### src/dpram_port_pkg.sv
// constants and types for the dual-port memory port controller
package dpram_port_pkg;

	localparam int ADDR_W = 14;
	localparam int DATA_W = 16;
	localparam int CNT_W  = 4;

	// register offsets, byte addresses on the bus
	localparam logic [7:0] OFS_CMD    = 8'h00;
	localparam logic [7:0] OFS_ADDR   = 8'h04;
	localparam logic [7:0] OFS_WDATA  = 8'h08;
	localparam logic [7:0] OFS_RDATA  = 8'h0c;
	localparam logic [7:0] OFS_STATUS = 8'h10;
	localparam logic [7:0] OFS_CFG    = 8'h14;

	// field positions
	localparam int STAT_RUN_BIT   = 0;
	localparam int STAT_IRQ_BIT   = 1;
	localparam int STAT_STALL_BIT = 2;
	localparam int STAT_OWN_BIT   = 3;
	localparam int CFG_INHIBIT_BIT = 0;

	// reset values
	localparam logic       CFG_INHIBIT_RST = 1'b1;
	localparam logic [13:0] ADDR_RST       = 14'h0000;
	localparam logic [15:0] DATA_RST       = 16'h0000;

	// timing
	localparam int CLK_PERIOD_NS = 40;
	localparam int T_ACCESS_NS   = 55;
	localparam int T_HOLD_NS     = 25;
	localparam int ACCESS_CYC    = (T_ACCESS_NS + CLK_PERIOD_NS - 1) / CLK_PERIOD_NS;
	localparam int HOLD_CYC      = (T_HOLD_NS + CLK_PERIOD_NS - 1) / CLK_PERIOD_NS;

	typedef enum logic [1:0] {
		OP_MEM_RD = 2'b00,
		OP_MEM_WR = 2'b01,
		OP_SEM_RD = 2'b10,
		OP_SEM_WR = 2'b11
	} op_t;

	typedef enum logic [1:0] {
		ST_IDLE    = 2'b00,
		ST_SETUP   = 2'b01,
		ST_STROBE  = 2'b11,
		ST_RELEASE = 2'b10
	} state_t;

	typedef struct packed {
		logic [ADDR_W-1:0] addr;
		logic              mem_sel_n;
		logic              sem_sel_n;
		logic              rw_n;
		logic              oe_n;
		logic              dq_oe;
	} pins_t;

endpackage : dpram_port_pkg

### src/dpram_port_ctrl.sv
// host controller driving one port of a dual-port memory with semaphores
// Summary of operation
// RULE1: device flags later-settled port busy on match
// RULE2: device never drives both busy low
// RULE3: mode pin makes busy output or input
// RULE4: slave busy input low blocks port writes
// RULE5: master ignores writes where it drives busy
// RULE6: host stalls access while busy is low
// RULE7: slave busy pin tied high, low inhibits
// RULE8: busy of depth-expanded devices ANDed together
// RULE9: zero into free semaphore grants token
// RULE10: non-holder zero leaves semaphore unchanged
// RULE11: holder one passes token or frees
// RULE12: eight semaphores, bit0 written, all bits read
// RULE13: semaphore access: memory deselected, token select low
// RULE14: deselected port enters standby, selected full access
// RULE15: right write to 3ffe sets left flag
// RULE16: left access at 3ffe clears left flag (the model clears it on a left read of 3ffe only)
// RULE17: left write 3fff sets, right read clears
// RULE18: mailbox words remain ordinary memory
// RULE19: arbitration ignores read or write
// RULE20: semaphore read latched while select active
//
// Decided for this implementation: the Wishbone slave port and the placing of the registers.
`timescale 1ns/100ps
module dpram_port_ctrl
	import dpram_port_pkg::*;
#(
	parameter int BUSY_N  = 1,
	parameter int ACC_CYC = ACCESS_CYC,
	parameter int HLD_CYC = HOLD_CYC
) (
	input  wire logic              i_core_clk,
	input  wire logic              i_rst,
	input  wire logic              i_wb_cyc,
	input  wire logic              i_wb_stb,
	input  wire logic              i_wb_we,
	input  wire logic [7:0]        i_wb_adr,
	input  wire logic [3:0]        i_wb_sel,
	input  wire logic [31:0]       i_wb_dat,
	output logic                   o_wb_ack,
	output logic [31:0]            o_wb_dat,
	output logic [ADDR_W-1:0]      o_ram_addr,
	output logic                   o_mem_sel_n,
	output logic                   o_token_space_select_n,
	output logic                   o_rw_n,
	output logic                   o_oe_n,
	output logic [DATA_W-1:0]      o_ram_dq,
	output logic                   o_ram_dq_oe,
	input  wire logic [DATA_W-1:0] i_ram_dq,
	input  wire logic [BUSY_N-1:0] i_contention_flag_n,
	output logic                   o_wr_inhibit_n,
	input  wire logic              i_mailbox_irq_n
);

	localparam logic [CNT_W-1:0] ACC_LOAD = CNT_W'(ACC_CYC - 1);
	localparam logic [CNT_W-1:0] HLD_LOAD = CNT_W'(HLD_CYC - 1);
	localparam pins_t PINS_IDLE = '{addr: ADDR_RST, mem_sel_n: 1'b1, sem_sel_n: 1'b1,
		rw_n: 1'b1, oe_n: 1'b1, dq_oe: 1'b0};

	state_t             state_reg;
	state_t             state_next;
	pins_t              pins_reg;
	pins_t              pins_next;
	logic [CNT_W-1:0]   cnt_reg;
	logic [CNT_W-1:0]   cnt_next;
	op_t                op_reg;
	logic [ADDR_W-1:0]  addr_reg;
	logic [DATA_W-1:0]  wdata_reg;
	logic [DATA_W-1:0]  rdata_reg;
	logic               inhibit_reg;
	logic               stall_reg;
	logic               own_reg;
	logic               irq_reg;
	logic               ack_reg;
	logic [31:0]        dat_reg;
	logic               capture;

	// bus decode
	wire        wb_req   = i_wb_cyc && i_wb_stb && !ack_reg;
	// writes land on the edge that completes the handshake
	wire        wb_wr    = i_wb_cyc && i_wb_stb && ack_reg && i_wb_we;
	wire        wr_cmd   = wb_wr && (i_wb_adr == OFS_CMD) && i_wb_sel[0];
	wire        wr_addr  = wb_wr && (i_wb_adr == OFS_ADDR);
	wire        wr_wdata = wb_wr && (i_wb_adr == OFS_WDATA);
	wire        wr_cfg   = wb_wr && (i_wb_adr == OFS_CFG) && i_wb_sel[0];
	wire        start    = wr_cmd && (state_reg == ST_IDLE);
	wire [15:0] lane_dat = i_wb_dat[15:0];

	wire [ADDR_W-1:0] addr_next = {i_wb_sel[1] ? lane_dat[13:8] : addr_reg[13:8],
		i_wb_sel[0] ? lane_dat[7:0] : addr_reg[7:0]};
	wire [DATA_W-1:0] wdata_next = {i_wb_sel[1] ? lane_dat[15:8] : wdata_reg[15:8],
		i_wb_sel[0] ? lane_dat[7:0] : wdata_reg[7:0]};

	wire [31:0] status_word = {28'h0000000, own_reg, stall_reg, irq_reg,
		state_reg != ST_IDLE};
	wire [31:0] rd_mux =
		(i_wb_adr == OFS_CMD)    ? {30'h00000000, op_reg} :
		(i_wb_adr == OFS_ADDR)   ? {18'h00000, addr_reg} :
		(i_wb_adr == OFS_WDATA)  ? {16'h0000, wdata_reg} :
		(i_wb_adr == OFS_RDATA)  ? {16'h0000, rdata_reg} :
		(i_wb_adr == OFS_STATUS) ? status_word :
		(i_wb_adr == OFS_CFG)    ? {31'h00000000, inhibit_reg} : 32'h00000000;

	// port side decode
	wire busy_all_n = &i_contention_flag_n; // RULE8
	wire is_sem     = op_reg[1];
	wire is_wr      = op_reg[0];
	wire blocked    = !is_sem && !busy_all_n; // RULE6

	always_comb begin
		state_next = state_reg;
		pins_next  = pins_reg;
		cnt_next   = cnt_reg;
		capture    = 1'b0;
		unique case (state_reg)
			ST_IDLE: begin
				pins_next = PINS_IDLE;
				if (start) begin
					state_next          = ST_SETUP;
					pins_next.addr      = addr_reg;
					pins_next.mem_sel_n = i_wb_dat[1]; // RULE13
					pins_next.sem_sel_n = !i_wb_dat[1]; // RULE13
					pins_next.dq_oe     = i_wb_dat[0];
				end
			end
			ST_SETUP: begin
				if (!blocked) begin // RULE6
					state_next      = ST_STROBE;
					pins_next.rw_n  = !is_wr;
					pins_next.oe_n  = is_wr;
					cnt_next        = ACC_LOAD;
				end
			end
			ST_STROBE: begin
				if (blocked) begin // RULE6
					state_next     = ST_SETUP;
					pins_next.rw_n = 1'b1;
					pins_next.oe_n = 1'b1;
				end else if (cnt_reg == '0) begin
					state_next     = ST_RELEASE;
					pins_next.rw_n = 1'b1;
					pins_next.oe_n = 1'b1; // RULE13
					cnt_next       = HLD_LOAD;
					capture        = !is_wr;
				end else begin
					cnt_next = cnt_reg - CNT_W'(1);
				end
			end
			ST_RELEASE: begin
				if (cnt_reg == '0) begin
					state_next = ST_IDLE;
					pins_next  = PINS_IDLE;
				end else begin
					cnt_next = cnt_reg - CNT_W'(1);
				end
			end
		endcase
	end

	always_ff @(posedge i_core_clk) begin
		if (i_rst) begin
			state_reg <= ST_IDLE;
			pins_reg  <= PINS_IDLE;
			cnt_reg   <= '0;
		end else begin
			state_reg <= state_next;
			pins_reg  <= pins_next;
			cnt_reg   <= cnt_next;
		end
	end

	always_ff @(posedge i_core_clk) begin
		if (i_rst) begin
			op_reg    <= OP_MEM_RD;
			addr_reg  <= ADDR_RST;
			wdata_reg <= DATA_RST;
		end else begin
			if (start)
				op_reg <= op_t'(i_wb_dat[1:0]);
			if (wr_addr)
				addr_reg <= addr_next;
			if (wr_wdata)
				wdata_reg <= wdata_next;
		end
	end

	always_ff @(posedge i_core_clk) begin
		if (i_rst) begin
			rdata_reg <= DATA_RST;
			own_reg   <= 1'b0;
		end else if (capture) begin
			rdata_reg <= i_ram_dq;
			if (is_sem)
				own_reg <= !i_ram_dq[0];
		end
	end

	always_ff @(posedge i_core_clk) begin
		if (i_rst) begin
			stall_reg   <= 1'b0;
			inhibit_reg <= CFG_INHIBIT_RST;
			irq_reg     <= 1'b0;
		end else begin
			if (start)
				stall_reg <= 1'b0;
			else if (state_reg == ST_SETUP && blocked)
				stall_reg <= 1'b1; // RULE8
			if (wr_cfg)
				inhibit_reg <= i_wb_dat[CFG_INHIBIT_BIT]; // RULE7
			irq_reg <= !i_mailbox_irq_n;
		end
	end

	always_ff @(posedge i_core_clk) begin
		if (i_rst) begin
			ack_reg <= 1'b0;
			dat_reg <= 32'h00000000;
		end else begin
			ack_reg <= wb_req;
			if (wb_req)
				dat_reg <= rd_mux;
		end
	end

	assign o_wb_ack               = ack_reg;
	assign o_wb_dat               = dat_reg;
	assign o_ram_addr             = pins_reg.addr;
	assign o_mem_sel_n            = pins_reg.mem_sel_n;
	assign o_token_space_select_n = pins_reg.sem_sel_n;
	assign o_rw_n                 = pins_reg.rw_n;
	assign o_oe_n                 = pins_reg.oe_n;
	assign o_ram_dq_oe            = pins_reg.dq_oe;
	assign o_ram_dq               = wdata_reg;
	assign o_wr_inhibit_n         = inhibit_reg;
endmodule : dpram_port_ctrl

### config.mk
export PLATFORM = sky130hd
export DESIGN_NAME = dpram_port_ctrl
export DESIGN_NICKNAME = d
export VERILOG_FILES = /design/src/dpram_port_pkg.sv /design/src/dpram_port_ctrl.sv
export SDC_FILE = /design/constraint.sdc
export NUM_CORES = 1
export LEC_CHECK = 0
export BUFFER_PORTS_ARGS = -buffer_cell sky130_fd_sc_hd__buf_2
export CORE_ASPECT_RATIO = 1.2
export CORE_MARGIN = 1
export CORE_UTILIZATION = 51
export DETAILED_ROUTE_END_ITERATION = 8
export PLACE_DENSITY = 0.8
export SLEW_MARGIN = 20
export SYNTH_ARGS = -nofsm -noshare
export SYNTH_HDL_FRONTEND = slang
export SYNTH_SLANG_ARGS = --single-unit
export TNS_END_PERCENT = 1
### constraint.sdc
create_clock -name i_core_clk -period 3.14 [get_ports i_core_clk]
set_clock_uncertainty 0.15 [all_clocks]
set_input_delay 0.157 -clock i_core_clk [delete_from_list [all_inputs] [get_ports i_core_clk]]
set_output_delay 0.157 -clock i_core_clk [all_outputs]
set_load 0.005 [all_outputs]
=== Word level (Yosys, flattened, before mapping) ===
Index checks and enable logic that the tools add are counted.

* Add/subtract/negate cells: 1
* Equal/unequal tests: 14
* Reductions and logical operators: 36
* Muxes and demuxes: 29

{| class="wikitable"
|+ Operators with widths
! kind !! count
|-
| 2-to-1 mux 16 bit || 5
|-
| one-hot mux 16 bit (2 select lines) || 1
|-
| 2-to-1 mux 4 bit || 5
|-
| 2-to-1 mux 19 bit || 1
|-
| == test 8 x 4 -> 1 bit (second input constant) || 2
|-
| == test 8 x 5 -> 1 bit (second input constant) || 2
|-
| 2-to-1 mux 2 bit || 8
|-
| one-hot mux 2 bit (4 select lines) || 2
|-
| logical AND 1 bit || 13
|-
| one-hot mux 4 bit (3 select lines) || 1
|-
| AND reduction 2 bit || 6
|-
| != test 2 bit (second input constant) || 5
|-
| == test 8 x 3 -> 1 bit (second input constant) || 1
|-
| zero test 8 bit || 1
|-
| AND reduction 4 bit || 2
|-
| zero test 1 bit || 7
|-
| 2-to-1 mux 1 bit || 5
|-
| == test 2 bit (second input constant) || 2
|-
| zero test 4 bit || 1
|-
| nonzero test 2 bit || 2
|-
| subtractor 4 x 1 -> 4 bit (second input constant) || 1
|-
| != test 3 bit (second input constant) || 1
|-
| AND reduction 3 bit || 1
|-
| nonzero test 3 bit || 1
|-
| 4 further kinds || 4
|}

* Logic and storage cells: 100
* Register bits: 110
* Input port bits: 67
* Output and inout port bits: 69

=== Longest topological paths before layout ===
Gate-level depths: netlist (run 1).

* Depth in word-level cells: 8
* Depth in mapped cells: 9
* Depth with buffers taken out: 6

=== Least setup slack after synthesis (run 1) ===
Ideal clock, no wire load.

* Path kind: register to register
* Start: register cnt_reg[0]
* End: register rdata_reg[10]
* Data arrival time: 2.030 ns
* Path buffers: 3
* Clock period less this slack: 2.307 ns
* Setup time: 0.128 ns
* Required time: 2.862 ns
* Setup slack: 0.833 ns
* Cell stages (with the launch flop): 10
* Path through: dfxtp_1 > inv_1 > ha_1 > or3b_2 > clkbuf_1 > nor3_1 > buf_2 > buf_4 > mux2i_1 > nor2_1

* Word-level cells in the longest chain between the ends: 4

{| class="wikitable"
|+ RTL lines
! item !! line !! source
|-
| start, declared || dpram_port_ctrl.sv:65 || <nowiki>logic [CNT_W-1:0] cnt_reg;</nowiki>
|-
| start signal, assigned || dpram_port_ctrl.sv:169 || <nowiki>cnt_reg <= cnt_next;</nowiki>
|-
| zero test 4 bit || dpram_port_ctrl.sv:140 || <nowiki>end else if (cnt_reg == '0) begin</nowiki>
|-
| 2-to-1 mux 1 bit || dpram_port_ctrl.sv:140 ||
|-
| 2-to-1 mux 1 bit || dpram_port_ctrl.sv:136 || <nowiki>if (blocked) begin</nowiki>
|-
| 2-to-1 mux 1 bit || dpram_port_ctrl.sv:116 || <nowiki>unique case (state_reg)</nowiki>
|-
| end signal, assigned || dpram_port_ctrl.sv:193 || <nowiki>rdata_reg <= i_ram_dq;</nowiki>
|-
| end, declared || dpram_port_ctrl.sv:70 || <nowiki>logic [DATA_W-1:0] rdata_reg;</nowiki>
|}

No other way between the ends.
A chain may end at the register's enable or synchronous reset.

=== Worst setup path in the final report (run 1) ===
* Start: register cnt_reg[0]
* End: register rdata_reg[4]

The elaborated chain is that of the path after synthesis.

==> flow_metrics.tcl, run 1 <==
set metrics [dict create \
    synth_area_per_cell_um2 9.62 \
    crit_slowest_cell "or3b_2" \
    synth_seq_cells 94 \
    drv_cap 0 \
    die_w_um 86.3 \
    reg2reg_depth 7 \
    min_period_ns 2.38 \
    yosys.area.top_type "dfxtp_1" \
    dieArea_um2 8900 \
    r2r-end "rdata_reg[4]" \
    setup_violations 0 \
    min_path_type "in2reg" \
    startpoint_type "flop" \
    use_met2_pct 44.9 \
    fill_cells 647 \
    required_ns 3.21 \
    ir_drop_mv 0.416 \
    drtPass1Iterations 4 \
    start_util_pct 53.1 \
    clock_latency_ns 0.36 \
    num_vias 3727 \
    grt_pass1_wl_mm 17.4 \
    seqCellArea_um2 1880 \
    antenna_left 0 \
    layout_commonest_cell "buf_2" \
    io_pins 136 \
    cp_max_fo 18 \
    ys_top_cells_by_area "dfxtp_1 (43%), mux2i_1 (12%), nand2b_1 (8.1%)" \
    rrSetupSlack_ns 0.76 \
    slowest_delay_ns 0.56 \
    dpl.hpwl_mm 7.67 \
    core_area_um2 8200 \
    critPathTopFamily "simple AND/OR/NAND/NOR gates" \
    cts-root-buf "clkbuf_8" \
    die_y_um 103 \
    critPathLaunch "cnt_reg[0]" \
    route.detailed.drc 0 \
    numCtsBuffers 9 \
    groute.usage.overall_pct 25.5 \
    worst_hold_slack_ns 0.0496 \
    cts_buffer_depth 2 \
    layout_common_cells "buf_2 (101), dfxtp_1 (94), nand2b_1 (56)" \
    synthFlopType "dfxtp_1" \
    yosysTopAreaCellShare_pct 43.3 \
    hold_violations 0 \
    drive_gt1_share_pct 25.4 \
    ys_seq_area_share_pct 43.3 \
    use_met1_pct 30.0 \
    finalCritPeriodShare_pct 75.8 \
    cp.arrival_ns 2.45 \
    grt_pass1_vias 3608 \
    crit_chain "inv_1, ha_1, or3b_2, nor3_2, buf_4, mux2i_1, nor2_1" \
    grt.busiest_layer "met2" \
    setup_tns_ns 0 \
    rows 36 \
    clk_pin_slew_worst_paths_ns 0.09 \
    rsz0062_at_grt "no" \
    cts_tree "yes" \
    nets 644 \
    cellLeakagePower_nw 2.30 \
    netlist_area_um2 4350 \
    async_flop_share_pct 0 \
    yosysUniqueCellTypes 46 \
    multi_input_area_um2 2250 \
    io_buffers 101 \
    instances_no_fill 693 \
    cts_num_sinks 94 \
    grt_max_degree 49 \
    use_met3_pct 6.41 \
    yosys_warnings 0 \
    endpoint "rdata_reg[4]" \
    worstMarginPinSlew_ns 0.760 \
    viasPerCell 5.38 \
    max_freq_ghz 0.420 \
    cp.depth 7 \
    antenna_found_initial 0 \
    status "finished clean" \
    antenna_cells 0 \
    area_delta_synth_final_pct 25.4 \
    overflow 0 \
    synth-edff-count 0 \
    dp_cells 645 \
    dpl_worst_slack_ns 0.689 \
    gp_congestion 0.845 \
    synthCells 452 \
    drt-initial-drc-count 244 \
    finalWorstSetupSlack_ns 0.761 \
    r2r_start "cnt_reg[0]" \
    slew_viol_final 0 \
    criticalPathCategory "reg2reg" \
    wl_per_cell_um 15.9 \
    crit_buf_inv 2 \
    htree_levels 3 \
    critPathCaptureType "flop" \
    slew_headroom_pct 49.3 \
    drt-total-wl_mm 11.0 \
    cts_resized 0 \
    power.density_nw_per_um2 424 \
]
[routing by layer]
layer / share of wire [%] / wire length [um]
met2: 51 / 5660
met3: 7.1 / 788
met4: 1.5 / 169
met1: 40 / 4430
met5: 0 / 0
[metrics by stage]
step	utilization, %	power [mW]	area (um^2)
finish	66.5	2.31	5450
global route	66.5	2.38	5450
CTS	66.5	2.32	5450
detailed placement	59.6	1.34	4880
global placement	59.6	1.34	4880
floorplan	-	1.30	4410
[Yosys cell counts (all sizes together) (3+ instances only)]
library cell,count
nand3,3
a31oi,4
nor3b,4
nor2b,3
mux2i,54
nor2,44
or3,6
nor4,5
nand2,10
nor3,11
nand2b,56
mux2,12
o21ai,9
a22o,25
nand3b,6
inv,6
dfxtp,94
a21oi,12
clkbuf,23
buf,25
a22oi,12
[worst min-delay path by stage]
stage	end	start	cells after the start
3_3_place_gp	irq_reg	i_mailbox_irq_n	2
2_1_floorplan	irq_reg	i_mailbox_irq_n	1
6_report	state_reg[1]	i_contention_flag_n	3
4_1_cts	state_reg[1]	i_contention_flag_n	3
5_1_grt	state_reg[1]	i_contention_flag_n	3
3_5_place_dp	irq_reg	i_mailbox_irq_n	2
[tightest hold or removal path: stages]
cell	delay (ns)
buf_2	0.11
nor3b_1	0.10
nor3_1	0.13
[layout make-up]
| class | instances | share of cell area [%] |
|---|---|---|
| clock inverter | 6 | 2.13 |
| timing repair buffer | 145 | 16.8 |
| sequential | 94 | 34.5 |
| clock buffer | 9 | 2.27 |
| multi-input combinational | 319 | 41.2 |
| inverter | 6 | 0.413 |
| tap | 114 | 2.62 |
[where the power goes]
group          internal [mW]  switching [mW]
Combinational         0.0761          0.0786
Sequential              1.19        0.000724
Clock                  0.533           0.429
[repair_timing]
item                      in CTS  in global routing
buffers inserted               0                  0
hold buffers                  33                  0
hold endpoints to repair      51                  0
[cells by family after synthesis]
family                     share of synthesized area (%)
AOI/OAI and AO/OA                                   13.0
adders and majority gates                          0.575
buffers and inverters                               6.59
DFF                                                 43.3
muxes                                               15.5
other                                             0.0862
and+or+nand+nor                                     21.0
(Power assumes the default switching activity.)
==> run 2, diff against run 1 <==
==> constraint.sdc (replaced) <==
create_clock -name i_core_clk -period 2.4 [get_ports i_core_clk]
set_clock_uncertainty 0.15 [all_clocks]
set_input_delay 0.12 -clock i_core_clk [delete_from_list [all_inputs] [get_ports i_core_clk]]
set_output_delay 0.12 -clock i_core_clk [all_outputs]
set_load 0.005 [all_outputs]
==> flow_metrics.tcl, run 2 (synthesized netlist as in run 1, its figures left out) <==
set metrics [dict create \
    cts-root-buf "clkbuf_8" \
    antenna_found_initial 0 \
    io_buffers 101 \
    nets 652 \
    area_delta_synth_final_pct 25.9 \
    cts_num_sinks 94 \
    num_vias 3813 \
    layout_common_cells "buf_2 (101), dfxtp_1 (94), nand2b_1 (56)" \
    viasPerCell 5.44 \
    seqCellArea_um2 1880 \
    endpoint "rdata_reg[13]" \
    overflow 0 \
    cp.arrival_ns 2.28 \
    route.detailed.drc 0 \
    min_period_ns 2.21 \
    status "finished clean" \
    slew_headroom_pct 49.4 \
    drtPass1Iterations 5 \
    htree_levels 3 \
    groute.usage.overall_pct 25.9 \
    setup_violations 0 \
    rows 36 \
    cellLeakagePower_nw 2.31 \
    power.density_nw_per_um2 497 \
    fill_cells 663 \
    ir_drop_mv 0.326 \
    numCtsBuffers 9 \
    core_area_um2 8200 \
    max_freq_ghz 0.453 \
    start_util_pct 53.1 \
    grt_max_degree 65 \
    grt_pass1_vias 3690 \
    hold_violations 0 \
    drive_gt1_share_pct 26.4 \
    antenna_left 0 \
    finalPower_mw 2.72 \
    critPathCaptureType "flop" \
    r2r-end "rdata_reg[13]" \
    dieArea_um2 8900 \
    finalWorstSetupSlack_ns 0.191 \
    rsz0062_at_grt "no" \
    startpoint_type "flop" \
    slew_viol_final 0 \
    gp_congestion 0.843 \
    cp_max_fo 6 \
    layout_commonest_cell "buf_2" \
    worstMarginPinSlew_ns 0.758 \
    clock_latency_ns 0.36 \
    dpl_worst_slack_ns -0.0486 \
    die_y_um 103 \
    cts_tree "yes" \
    drv_cap 0 \
    cts_buffer_depth 2 \
    clk_pin_slew_worst_paths_ns 0.10 \
    io_pins 136 \
    required_ns 2.48 \
    die_w_um 86.3 \
    grt_pass1_wl_mm 17.7 \
    critPathLaunch "cnt_reg[0]" \
    rrSetupSlack_ns 0.19 \
    wl_per_cell_um 16.2 \
    min_path_type "in2reg" \
    r2r_start "cnt_reg[0]" \
    final_area_um2 5480 \
    criticalPathCategory "reg2reg" \
    antenna_cells 0 \
    drt-total-wl_mm 11.4 \
    finalCritPeriodShare_pct 92.0 \
    multi_input_area_um2 2260 \
    drt-initial-drc-count 211 \
    dpl.hpwl_mm 7.54 \
    placedInstanceArea_um2 4940 \
    reg2reg_depth 8 \
]
[run 2: worst max-delay path, cell delays in order, from the launching register on]
cell and delay [ns]:
dfxtp_1 0.35, inv_1 0.12, ha_1 0.17, or3b_4 0.41, buf_4 0.17, nor3_4 0.25, buf_6 0.20, mux2i_1 0.19
nor2_1 0.06
[run 2: worst min-delay path by stage]
stage,start,endpoint,slack [ns],cells after the start
floorplan,i_mailbox_irq_n,irq_reg,0.04,1
global placement,i_mailbox_irq_n,irq_reg,0.15,2
detailed placement,i_mailbox_irq_n,irq_reg,0.15,2
CTS,i_wb_adr[5],o_wb_dat[0],0.02,4
global route,i_wb_adr[5],o_wb_dat[0],0.03,4
finish,i_wb_adr[5],o_wb_dat[0],0.05,4
[run 2: what timing repair did]
item / CTS / global route
hold buffers: 34 / 0
endpoints found under the setup margin: 15 / 17
buffers inserted: 0 / 0
pin swaps: 0 / 1
gates resized for setup: 1 / 6
hold endpoints to repair: 55 / 0
cloned: 0 / 1
[run 2: power breakdown]
group	internal, mW	switching, mW	total (mW)	leakage [nW]
sequential	1.56	0.000702	1.56	0.757
clock	0.378	0.574	0.952	0.0821
combinational	0.102	0.107	0.208	1.47
[run 2: metal layers]
layer | vias to the layer above | global-route usage (%) | wire length (um)
met1 | 1827 | 30.8 | 4740
met5 | - | 0 | 0
met4 | 0 | 10.6 | 208
met2 | 137 | 45.6 | 5760
li1 | 1833 | - | -
met3 | 16 | 5.52 | 658
[run 2: final cells by class]
type / instances / area share (%)
Inverter: 6 / 0.411
Sequential cell: 94 / 34.4
Clock inverter: 6 / 0.845
Timing Repair Buffer: 153 / 18.3
Tap cell: 114 / 2.60
Clock buffer: 9 / 2.26
Multi-Input combinational cell: 319 / 41.3
[run 2: metrics by stage]
step | utilization, % | setup TNS, ns | cells | hold WS (ns)
4_1_cts | 66.5 | 0 | 700 | 0.0232
3_3_place_gp | 60.3 | 0 | 651 | 0.152
2_1_floorplan | - | 0 | 467 | 0.0424
6_report | 66.8 | 0 | 701 | 0.0511
5_1_grt | 66.8 | 0 | 701 | 0.0333
3_5_place_dp | 60.3 | -0.421 | 651 | 0.154
